[config.mk]
export PLATFORM = sky130hd
export DESIGN_NAME = bvf_fault_bank
export DESIGN_NICKNAME = d
export VERILOG_FILES = /design/src/inc/bvf_pkg.sv /design/src/design/bvf_fault_bank.sv
export VERILOG_INCLUDE_DIRS = /design/src /design/src/inc
export SDC_FILE = /design/constraint.sdc
export NUM_CORES = 1
export LEC_CHECK = 0
export BUFFER_PORTS_ARGS = -buffer_cell sky130_fd_sc_hd__buf_2
export CAP_MARGIN = 10
export CELL_PAD_IN_SITES_DETAIL_PLACEMENT = 0
export CELL_PAD_IN_SITES_GLOBAL_PLACEMENT = 1
export CORE_MARGIN = 1.5
export CORE_UTILIZATION = 30
export CTS_CLUSTER_SIZE = 24
export DETAILED_ROUTE_END_ITERATION = 12
export HOLD_SLACK_MARGIN = 0.02
export PLACE_DENSITY_LB_ADDON = 0.05
export SYNTH_ARGS = -nofsm -noshare
export SYNTH_HDL_FRONTEND = slang
export SYNTH_SLANG_ARGS = --single-unit
[constraint.sdc]
create_clock -name ref_clk -period 3.9 [get_ports ref_clk]
set_input_delay 0.195 -clock ref_clk [delete_from_list [all_inputs] [get_ports ref_clk]]
set_output_delay 0.195 -clock ref_clk [all_outputs]
set_load 0.03 [all_outputs]
[src/inc/bvf_consts.svh]
`ifndef BVF_CONSTS_SVH
`define BVF_CONSTS_SVH

// Register offsets on the serial register port
`define BVF_ADDR_W          8
`define BVF_ADDR_GD_STATUS  8'he0
`define BVF_ADDR_CTRL_STAT  8'he2
`define BVF_ADDR_SUPPLY_CFG 8'h92

// Supply fault configuration field positions
`define BVF_CFG_W           12
`define BVF_CFG_RESET       12'h000
`define BVF_CFG_HYS_BIT     11
`define BVF_CFG_UV_THR_HI   10
`define BVF_CFG_UV_THR_LO   8
`define BVF_CFG_UV_MODE_BIT 7
`define BVF_CFG_OV_THR_HI   6
`define BVF_CFG_OV_THR_LO   4
`define BVF_CFG_OV_MODE_BIT 3
`define BVF_CFG_RETRY_HI    2
`define BVF_CFG_RETRY_LO    0

// Power-stage status word bit positions
`define BVF_GD_SUMMARY_BIT  31
`define BVF_GD_OTEMP_BIT    29
`define BVF_GD_VDS_OC_BIT   28
`define BVF_GD_SNS_OC_BIT   27
`define BVF_GD_BST_UV_BIT   26
`define BVF_GD_GSUP_UV_BIT  25
`define BVF_GD_DRIVER_SHUTDOWN_FLAG_BIT  24

// Controller status word bit positions
`define BVF_CS_SUMMARY_BIT  31
`define BVF_CS_UV_BIT       17
`define BVF_CS_OV_BIT       16

// Supply voltage measured in units of 0.1 V
`define BVF_VOLT_W          10
`define BVF_UV_HYS_LO_DV    10'h005
`define BVF_UV_HYS_HI_DV    10'h00a
`define BVF_OV_HYS_LO_DV    10'h00a
`define BVF_OV_HYS_HI_DV    10'h014

// Timing
`define BVF_CLK_KHZ         25000
`define BVF_RETRY_WAIT_MS   100
`define BVF_RETRY_CNT_W     5
`define BVF_WAIT_CNT_W      32

`endif

[src/inc/bvf_pkg.sv]
`include "bvf_consts.svh"

package bvf_pkg;

    typedef enum logic [1:0] {
        BVF_RETRY_IDLE,
        BVF_RETRY_ACTIVE,
        BVF_RETRY_LATCHED
    } bvf_retry_e;

    typedef logic [`BVF_VOLT_W-1:0] bvf_volt_t;

    typedef struct packed {
        logic [`BVF_CFG_W-1:0]       cfg;
        logic [5:0]                  drv_flags;
        logic                        uv_flag;
        logic                        ov_flag;
        bvf_retry_e                  rstate;
        logic [`BVF_WAIT_CNT_W-1:0]  wait_cnt;
        logic [`BVF_RETRY_CNT_W-1:0] retry_cnt;
        logic                        retry_flag;
        logic                        retry_latched;
        logic [31:0]                 rdata;
    } bvf_state_s;

    // Undervoltage limit in 0.1 V, zero means no limit
    function automatic bvf_volt_t bvf_uv_limit(input logic [2:0] code);
        case (code)
            3'h1:    bvf_uv_limit = 10'h032;
            3'h2:    bvf_uv_limit = 10'h03c;
            3'h3:    bvf_uv_limit = 10'h046;
            3'h4:    bvf_uv_limit = 10'h050;
            3'h5:    bvf_uv_limit = 10'h064;
            3'h6:    bvf_uv_limit = 10'h078;
            3'h7:    bvf_uv_limit = 10'h096;
            default: bvf_uv_limit = 10'h000;
        endcase
    endfunction : bvf_uv_limit

    // Overvoltage limit in 0.1 V, zero means no limit
    function automatic bvf_volt_t bvf_ov_limit(input logic [2:0] code);
        case (code)
            3'h1:    bvf_ov_limit = 10'h064;
            3'h2:    bvf_ov_limit = 10'h096;
            3'h3:    bvf_ov_limit = 10'h0dc;
            3'h4:    bvf_ov_limit = 10'h140;
            3'h5:    bvf_ov_limit = 10'h190;
            3'h6:    bvf_ov_limit = 10'h1f4;
            3'h7:    bvf_ov_limit = 10'h258;
            default: bvf_ov_limit = 10'h000;
        endcase
    endfunction : bvf_ov_limit

    // Allowed retry attempts, zero means unlimited
    function automatic logic [`BVF_RETRY_CNT_W-1:0] bvf_retry_max(input logic [2:0] code);
        case (code)
            3'h1:    bvf_retry_max = 5'h02;
            3'h2:    bvf_retry_max = 5'h03;
            3'h3:    bvf_retry_max = 5'h05;
            3'h4:    bvf_retry_max = 5'h07;
            3'h5:    bvf_retry_max = 5'h0a;
            3'h6:    bvf_retry_max = 5'h0f;
            3'h7:    bvf_retry_max = 5'h14;
            default: bvf_retry_max = 5'h00;
        endcase
    endfunction : bvf_retry_max

endpackage : bvf_pkg

[src/design/bvf_fault_bank.sv]
`timescale 1ns/100ps
`include "bvf_consts.svh"

// What this block does
// - Hysteresis bit picks 0.5V/1V or 1V/2V recovery margins for undervoltage/overvoltage.
// - Undervoltage threshold code 0 is no limit, 1..7 map 5 to 15 volts.
// - Undervoltage mode 0 latches the fault, 1 clears it once voltage recovers.
// - Overvoltage threshold code 0 is no limit, 1..7 map 10 to 60 volts.
// - Overvoltage mode 0 latches the fault, 1 clears it once voltage recovers.
// - Retry limit code 0 unlimited, 1..7 allow 2,3,5,7,10,15,20 attempts.
// - Power-stage bit 31 is the OR of the driver fault flags.
// - Power-stage bit 29 shows over-temperature warning or shutdown.
// - Power-stage bit 28 shows drain-source overcurrent.
// - Power-stage bit 27 shows shunt path overcurrent.
// - Power-stage bit 26 shows bootstrap supply undervoltage.
// - Power-stage bit 25 shows gate-drive supply undervoltage.
// - Power-stage bit 24 shows the independent driver shutdown state.
// - Power-stage word at E0h, controller word at E2h, configuration at 92h, others reserved.
// - Retry faults clear after the wait time, latch once retries exceed limit.
// - Controller word bit 17 reports supply undervoltage fault.
// - Controller word bit 16 reports supply overvoltage fault.
module bvf_fault_bank #(
    parameter int unsigned RETRY_WAIT_CYCLES = `BVF_RETRY_WAIT_MS * `BVF_CLK_KHZ
) (
    input  wire logic                   ref_clk,
    input  wire logic                   rst,
    input  wire logic [`BVF_ADDR_W-1:0] reg_addr,
    input  wire logic                   reg_wr,
    input  wire logic [31:0]            reg_wdata,
    input  wire logic                   reg_rd,
    output logic      [31:0]            reg_rdata,
    input  wire logic [`BVF_VOLT_W-1:0] motor_supply,
    input  wire logic                   fault_clear,
    input  wire logic                   retry_fault_in,
    input  wire logic                   over_temperature_in,
    input  wire logic                   drain_source_overcurrent_in,
    input  wire logic                   shunt_overcurrent_in,
    input  wire logic                   bootstrap_undervoltage_in,
    input  wire logic                   gate_supply_undervoltage_in,
    input  wire logic                   driver_shutdown_input,
    output logic                        bus_undervoltage_flag,
    output logic                        bus_overvoltage_flag,
    output logic                        retry_fault_flag,
    output logic                        retry_fault_latched
);

    // Wait counter holds 32 bits; a zero wait would wrap to the longest possible wait
    if (RETRY_WAIT_CYCLES < 1) begin : g_bad_wait
        $error("RETRY_WAIT_CYCLES must be at least one");
    end

    localparam logic [`BVF_WAIT_CNT_W-1:0] WAIT_LAST = `BVF_WAIT_CNT_W'(RETRY_WAIT_CYCLES - 1);

    bvf_pkg::bvf_state_s st_reg;
    bvf_pkg::bvf_state_s st_next;

    logic [2:0]        uv_code;
    logic [2:0]        ov_code;
    bvf_pkg::bvf_volt_t uv_lim;
    bvf_pkg::bvf_volt_t ov_lim;
    bvf_pkg::bvf_volt_t uv_hys;
    bvf_pkg::bvf_volt_t ov_hys;
    logic [`BVF_VOLT_W:0] uv_release;
    logic [`BVF_VOLT_W:0] ov_release;
    logic              uv_detect;
    logic              ov_detect;
    logic [4:0]        rmax;
    logic [31:0]       gd_word;
    logic [31:0]       cs_word;

    // Field decode of the configuration word
    assign uv_code = st_reg.cfg[`BVF_CFG_UV_THR_HI:`BVF_CFG_UV_THR_LO];
    assign ov_code = st_reg.cfg[`BVF_CFG_OV_THR_HI:`BVF_CFG_OV_THR_LO];
    assign uv_lim  = bvf_pkg::bvf_uv_limit(uv_code);
    assign ov_lim  = bvf_pkg::bvf_ov_limit(ov_code);
    assign rmax    = bvf_pkg::bvf_retry_max(
        st_reg.cfg[`BVF_CFG_RETRY_HI:`BVF_CFG_RETRY_LO]);

    // Recovery margins chosen by the hysteresis bit
    assign uv_hys = st_reg.cfg[`BVF_CFG_HYS_BIT] ? `BVF_UV_HYS_HI_DV : `BVF_UV_HYS_LO_DV;
    assign ov_hys = st_reg.cfg[`BVF_CFG_HYS_BIT] ? `BVF_OV_HYS_HI_DV : `BVF_OV_HYS_LO_DV;

    // One spare bit so threshold plus margin cannot wrap
    assign uv_release = {1'b0, uv_lim} + {1'b0, uv_hys};
    assign ov_release = {1'b0, ov_lim} - {1'b0, ov_hys};

    // A zero code disables detection entirely
    assign uv_detect = (uv_code != 3'h0) && (motor_supply < uv_lim);
    assign ov_detect = (ov_code != 3'h0) && (motor_supply > ov_lim);

    // Status words built from stored flags, reserved bits tied low
    always_comb begin
        gd_word = 32'h0000_0000;
        gd_word[`BVF_GD_OTEMP_BIT]   = st_reg.drv_flags[5];
        gd_word[`BVF_GD_VDS_OC_BIT]  = st_reg.drv_flags[4];
        gd_word[`BVF_GD_SNS_OC_BIT]  = st_reg.drv_flags[3];
        gd_word[`BVF_GD_BST_UV_BIT]  = st_reg.drv_flags[2];
        gd_word[`BVF_GD_GSUP_UV_BIT] = st_reg.drv_flags[1];
        gd_word[`BVF_GD_DRIVER_SHUTDOWN_FLAG_BIT] = st_reg.drv_flags[0];
        gd_word[`BVF_GD_SUMMARY_BIT] = |st_reg.drv_flags;
        cs_word = 32'h0000_0000;
        cs_word[`BVF_CS_UV_BIT]      = st_reg.uv_flag;
        cs_word[`BVF_CS_OV_BIT]      = st_reg.ov_flag;
        cs_word[`BVF_CS_SUMMARY_BIT] = st_reg.uv_flag | st_reg.ov_flag;
    end

    // Whole next state in one place
    always_comb begin
        st_next = st_reg;

        // Driver flags track the detector levels, one cycle late
        st_next.drv_flags = {over_temperature_in, drain_source_overcurrent_in,
                             shunt_overcurrent_in, bootstrap_undervoltage_in,
                             gate_supply_undervoltage_in, driver_shutdown_input};

        // Only the configuration word takes writes; status writes fall away
        if (reg_wr && (reg_addr == `BVF_ADDR_SUPPLY_CFG)) begin
            st_next.cfg = reg_wdata[`BVF_CFG_W-1:0];
        end

        // Undervoltage: detection wins over any clear in the same cycle
        if (uv_detect) begin
            st_next.uv_flag = 1'b1;
        end else if (st_reg.uv_flag) begin
            if (st_reg.cfg[`BVF_CFG_UV_MODE_BIT]) begin
                if ({1'b0, motor_supply} > uv_release || uv_code == 3'h0) begin
                    st_next.uv_flag = 1'b0;
                end
            end else if (fault_clear) begin
                st_next.uv_flag = 1'b0;
            end
        end

        // Overvoltage mirrors the undervoltage handling
        if (ov_detect) begin
            st_next.ov_flag = 1'b1;
        end else if (st_reg.ov_flag) begin
            if (st_reg.cfg[`BVF_CFG_OV_MODE_BIT]) begin
                if ({1'b0, motor_supply} < ov_release || ov_code == 3'h0) begin
                    st_next.ov_flag = 1'b0;
                end
            end else if (fault_clear) begin
                st_next.ov_flag = 1'b0;
            end
        end

        // Retry engine for faults configured to retry
        case (st_reg.rstate)
            bvf_pkg::BVF_RETRY_IDLE: begin
                if (retry_fault_in) begin
                    st_next.retry_flag = 1'b1;
                    st_next.wait_cnt   = '0;
                    if (rmax != 5'h00 && st_reg.retry_cnt >= rmax) begin
                        st_next.rstate = bvf_pkg::BVF_RETRY_LATCHED;
                    end else begin
                        st_next.rstate = bvf_pkg::BVF_RETRY_ACTIVE;
                    end
                end else if (fault_clear) begin
                    st_next.retry_cnt = '0;
                end
            end
            bvf_pkg::BVF_RETRY_ACTIVE: begin
                if (st_reg.wait_cnt == WAIT_LAST) begin
                    st_next.retry_flag = 1'b0;
                    st_next.rstate     = bvf_pkg::BVF_RETRY_IDLE;
                    if (st_reg.retry_cnt != 5'h1f) begin
                        st_next.retry_cnt = st_reg.retry_cnt + 5'h01;
                    end
                end else begin
                    st_next.wait_cnt = st_reg.wait_cnt + `BVF_WAIT_CNT_W'(1);
                end
            end
            bvf_pkg::BVF_RETRY_LATCHED: begin
                // A still-present fault keeps it latched
                if (fault_clear && !retry_fault_in) begin
                    st_next.retry_flag = 1'b0;
                    st_next.retry_cnt  = '0;
                    st_next.rstate     = bvf_pkg::BVF_RETRY_IDLE;
                end
            end
            default: begin
                st_next.rstate = bvf_pkg::BVF_RETRY_IDLE;
            end
        endcase

        // Registered copy so the latched output comes straight from a flop
        st_next.retry_latched = (st_next.rstate == bvf_pkg::BVF_RETRY_LATCHED);

        // Read data held until the next read; unmapped offsets give zero
        if (reg_rd) begin
            if (reg_addr == `BVF_ADDR_GD_STATUS) begin
                st_next.rdata = gd_word;
            end else if (reg_addr == `BVF_ADDR_CTRL_STAT) begin
                st_next.rdata = cs_word;
            end else if (reg_addr == `BVF_ADDR_SUPPLY_CFG) begin
                st_next.rdata = {20'h00000, st_reg.cfg};
            end else begin
                st_next.rdata = 32'h0000_0000;
            end
        end
    end

    // State register
    always_ff @(posedge ref_clk or posedge rst) begin
        if (rst) begin
            st_reg <= '{cfg: `BVF_CFG_RESET, drv_flags: 6'h00, uv_flag: 1'b0,
                        ov_flag: 1'b0, rstate: bvf_pkg::BVF_RETRY_IDLE,
                        wait_cnt: '0, retry_cnt: '0, retry_flag: 1'b0, retry_latched: 1'b0,
                        rdata: 32'h0000_0000};
        end else begin
            st_reg <= st_next;
        end
    end

    // Outputs straight from the state register
    assign reg_rdata             = st_reg.rdata;
    assign bus_undervoltage_flag = st_reg.uv_flag;
    assign bus_overvoltage_flag  = st_reg.ov_flag;
    assign retry_fault_flag      = st_reg.retry_flag;
    assign retry_fault_latched   = st_reg.retry_latched;
endmodule : bvf_fault_bank

; Word level (Yosys, flattened, before mapping)
; Index checks and enable logic that the tools add are counted.
[word_totals]
reg_bits = 93
in_bits = 62
wordCells = 107
[classes]
add_sub_neg = 4
magnitude_cmp = 5
eq_ne = 36
mux = 31
bitwise = 1
reduce_logical = 20
[ops]
columns = operator, n
row1 = 32-bit two-way mux, 3
row2 = 10-bit case mux with 7 select lines, 1
row3 = 32-bit case mux with 2 select lines, 1
row4 = 8-bit case mux with 7 select lines, 1
row5 = 3-bit == test (second input constant), 12
row6 = 5-bit case mux with 7 select lines, 1
row7 = 34-bit two-way mux, 1
row8 = 32-bit by 1-bit adder with 32-bit output (second input constant), 1
row9 = 32-bit by 22-bit == test with 1-bit output (second input constant), 1
row10 = 8-bit == test (second input constant), 3
row11 = 5-bit two-way mux, 4
row12 = 3-bit by 2-bit == test with 1-bit output (second input constant), 6
row13 = 6-bit case mux with 3 select lines, 1
row14 = 2-bit != test (second input constant), 7
row15 = 12-bit two-way mux, 1
row16 = 6-bit two-way mux, 2
row17 = 10-bit by 4-bit adder with 11-bit output, 1
row18 = 10-bit by 11-bit greater-than comparator with 1-bit output, 1
row19 = 10-bit by 11-bit < comparator with 1-bit output, 1
row20 = 10-bit by 5-bit subtractor with 11-bit output, 1
row21 = 10-bit greater-than comparator, 1
row22 = 10-bit < comparator, 1
row23 = 1-bit two-way mux, 10
row24 = 3-bit by 1-bit == test with 1-bit output (second input constant), 3
row25 = other kinds (21), 32

; Longest topological paths before layout
[logic_depth]
word_depth = 9
depth_mapped = 16

; Worst setup path before layout
; Ideal clock, no wire load.
[synth_path]
path_type = register to register
startpoint = register st_reg[91] in the netlist's numbering
endpoint = register st_reg (netlist bit bus_undervoltage_flag)
arrival_time_ns = 2.969
required_time_ns = 3.773
setup_slack_ns = 0.804
path_stages_with_launch = 15
n_path_buf = 1
synth_period_minus_slack_ns = 3.096
cell_sequence = dfrtp_1 > clkbuf_1 > mux2i_1 > inv_1 > ha_1 > a21o_1 > a21o_1 > o21ai_0 > mux2_2 > ha_1 > and4_1 > nand3_1 > o21ai_0 > a31oi_1 > o21ai_0
[synth_rtl]
columns = element, line
row1 = from (decl), bvf_fault_bank.sv:54  ; bvf_pkg::bvf_state_s st_reg;
row2 = from (signal assigned), bvf_fault_bank.sv:206  ; st_reg <= '{cfg: `BVF_CFG_RESET, drv_flags: 6'h00, uv_flag: 1'b0,
row3 = from (signal assigned), bvf_fault_bank.sv:211  ; st_reg <= st_next;

==> run metrics <==
outcome finished, final reports clean; TritonCTS clock tree done; proportion of layout cells with a drive suffix above 1 16.96%; share of total power in combinational logic a little over a quarter; portion of total power attributed to the clock network 33.3%; Via density 4.938; power density over the cells 377.6 nW/um^2; power share of the sequential group 39.6%; via count of the first global-routing pass 4612; number of buffers inserted during clock tree synthesis 9; Root Driver sky130_fd_sc_hd__clkbuf_16; clock network latency to the later pin of the worst-skew pair around 0.35 ns; area enclosed by the die boundary 19840 sq um; clk sink count just over 80; number of iterations in the first detailed-routing pass 4; via count approximately 4600; GRT Residual Overflow 0; Max-cap violations 0; total global-route track usage 15.63%; worst hold slack between 0.08 and 0.09 ns; maximum level of the CTS H-tree 3; Die Y 140.9 um; post-CTS setup buffers 0; count of unique library cells instantiated by Yosys 56; cell area reported after detailed placement 6108 sq um; clock slew at reported path FFs 0.07 ns; core occupancy in the finished layout 34.66%; NumNets Final 800; count of final hold-check violations 0; Mean Syn Cell Area 8.937 sq um; kind of start point of the critical path flop; number of nets still failing antenna checks after routing 0; global-route wire length before repair 24.33 mm; Crit path max-delay family compound AO/OA/AOI/OAI gates; gpl congestion 0.7873; RSZ-0062 raised after global routing false; Slew headroom 20.52%; highest net fanout along the worst path 12; Worst Skew approximately 0.0066 ns; number of storage elements in the synthesis netlist between 80 and 90; portion of the post-synthesis area used by sequential elements 35.99%; WP data arrival roughly 3.5 ns; slew at the pin closest to its max-slew limit roughly 1.2 ns; number of warning messages in the yosys log 0; Post-synth ARST share 100.0%; critical path endpoint category flop; critical path's slowest cell sky130_fd_sc_hd__dfrtp_1; iteration-0 DRC count of the detailed router 205; Horiz. Die Dim approximately 140 um; standby leakage power 2.972 nW; Internal Pwr Total roughly 1.6 mW; antenna violations before repair 0; filler cell count in the final layout 1957; Largest register FFs 48; leading cell type in the layout, fill and taps excluded sky130_fd_sc_hd__dfrtp_1; Worst Path Required 4.12 ns; HPWL after detailed placement 11.19 mm; summed negative setup slack over all endpoints 0 ns; crit path kind flop to flop; routed len/inst 16.05 um; final critical-path share of the clock period 84.70%; most numerous cell on the critical path sky130_fd_sc_hd__o21ai_0; cell area after layout 6461 sq um; largest net degree at the start of global routing 45; ports placed on the boundary 98; number of placement rows 50; count of buffer and inverter cells on the critical path 1; Post-route DRC 0; ordered cell list for the critical path mux2i_1, inv_1, ha_1, a21o_1, a21o_1, o21ai_0, mux2_2, ha_1, and4_1, nand3_1, o21ai_0, a31oi_1, o21ai_0; CTS max path bufs 2; WL final 14.85 mm; Post-Synthesis Cells between 600 and 700; Sw Ratio 34.87%; net switching power figure 850.8 uW; IO buf count 66; cell area after technology mapping 5702 sq um; Hold Crit Class input port to flop; top_reg_cell synth sky130_fd_sc_hd__dfrtp_1; starting density of the core 30.58%; Tmin final 3.303 ns; highest-count cells in the layout ignoring fill and taps 82 x sky130_fd_sc_hd__dfrtp_1, 66 x sky130_fd_sc_hd__buf_2, 55 x sky130_fd_sc_hd__inv_1; Floorplan Core Area 18640 sq um; final setup violation count 0; largest incremental delay on the critical path just over 0.5 ns; maximum resistive drop on vdd 0.2729 mV; layout overhead on the synthesized area 13.32%; achievable frequency 0.3027 GHz; number of slew-limit violations in the final report 0; number of flops mapped to enable cells by yosys 0
==> worst reg2reg max path: stages, from the launching register on <==
cell,delay (ns)
sky130_fd_sc_hd__dfrtp_1,0.51
sky130_fd_sc_hd__mux2i_1,0.41
sky130_fd_sc_hd__inv_1,0.09
sky130_fd_sc_hd__ha_1,0.28
sky130_fd_sc_hd__a21o_1,0.18
sky130_fd_sc_hd__a21o_1,0.20
sky130_fd_sc_hd__o21ai_0,0.16
sky130_fd_sc_hd__mux2_2,0.36
sky130_fd_sc_hd__ha_1,0.28
sky130_fd_sc_hd__and4_1,0.22
sky130_fd_sc_hd__nand3_1,0.08
sky130_fd_sc_hd__o21ai_0,0.08
sky130_fd_sc_hd__a31oi_1,0.21
sky130_fd_sc_hd__o21ai_0,0.13
==> Yosys cell counts, drive strengths merged (7+ instances only) <==
library cell / count / area [sq um]
dfrtp: 82 / 2052
inv: 56 / 210.2
ha: 51 / 638.1
nand2: 50 / 187.7
o21ai: 48 / 240.2
nor2: 39 / 146.4
buf: 34 / 250.2
nand3: 26 / 130.1
a21oi: 25 / 125.1
xnor2: 25 / 219.0
clkbuf: 23 / 86.33
nor4: 19 / 133.9
mux2: 17 / 191.4
a21o: 10 / 75.07
nand4: 10 / 62.56
nor3: 10 / 50.05
and3: 9 / 56.30
or3: 8 / 50.05
and4: 7 / 61.31
nand2b: 7 / 43.79
xor2: 7 / 61.31
==> routing by layer <==
layer	wire length, um	global-route usage (%)	vias to the layer above	share of wire, %
met5	0	0	-	0
met2	7025	26.21	72	47
met1	7201	20.68	2180	48
met4	194	4.605	0	1.3
li1	-	-	2304	-
met3	428	2.649	12	2.9
==> worst paths after layout <==
path / startpoint / slack [ns] / cells past startpoint / end
max in group asynchronous: rst / 2.34 / 4 / st_reg[34]
setup reg to reg: st_reg[90] / 0.60 / 13 / bus_undervoltage_flag
setup / recovery: st_reg[90] / 0.60 / 13 / bus_undervoltage_flag
min in group asynchronous: rst / 0.54 / 3 / gd_word[24]
hold reg to reg: gd_word[27] / 0.49 / 2 / reg_rdata[27]
hold / removal: reg_wdata[11] / 0.08 / 2 / st_reg[92]
==> timing repair <==
action                                 4_1_cts  5_1_grt
hold buffers                                 7        0
gates resized for setup                      0        0
endpoints found under the hold margin       49        0
==> cell type report <==
type,count,area (sq um),share of cell area [%]
tap,234,292.8,4.531
clock buffer,9,225.2,3.486
antenna,1,2.502,0.03873
multi-input combinational,453,3147,48.70
clock inverter,7,55.05,0.8521
inverter,56,211.5,3.273
timing repair buffer,83,475.5,7.359
sequential,82,2052,31.76
==> power groups by stage <==
stage / Clock, mW / Combinational (mW) / Sequential, mW
finish: 0.814 / 0.659 / 0.967
global route: 0.885 / 0.755 / 0.975
CTS: 0.853 / 0.672 / 0.966
detailed placement: 0 / 0.663 / 0.982
global placement: 0 / 0.652 / 0.982
floorplan: 0 / 0.475 / 0.982
==> stage by stage <==
stage	instances	setup WS (ns)	total power [mW]
after global placement	901	0.6853	1.633
final	925	0.5969	2.440
after detailed placement	901	0.6073	1.645
after global routing	924	0.2629	2.615
after floorplan	648	0.8037	1.457
after CTS	924	0.6201	2.492
==> kinds of logic (layout without fill, tap and decap cells) <==
family,count (synthesis),count (layout),share of synthesized area [%]
compound gates,117,117,12.66
xor+xnor,32,32,4.916
fa+ha+maj,53,53,11.89
buf+inv,113,155,9.590
flops,82,82,35.99
mux,23,23,4.411
other cells,2,13,0.1317
simple gates,216,216,20.41
Power figures use the tool's default switching activity.
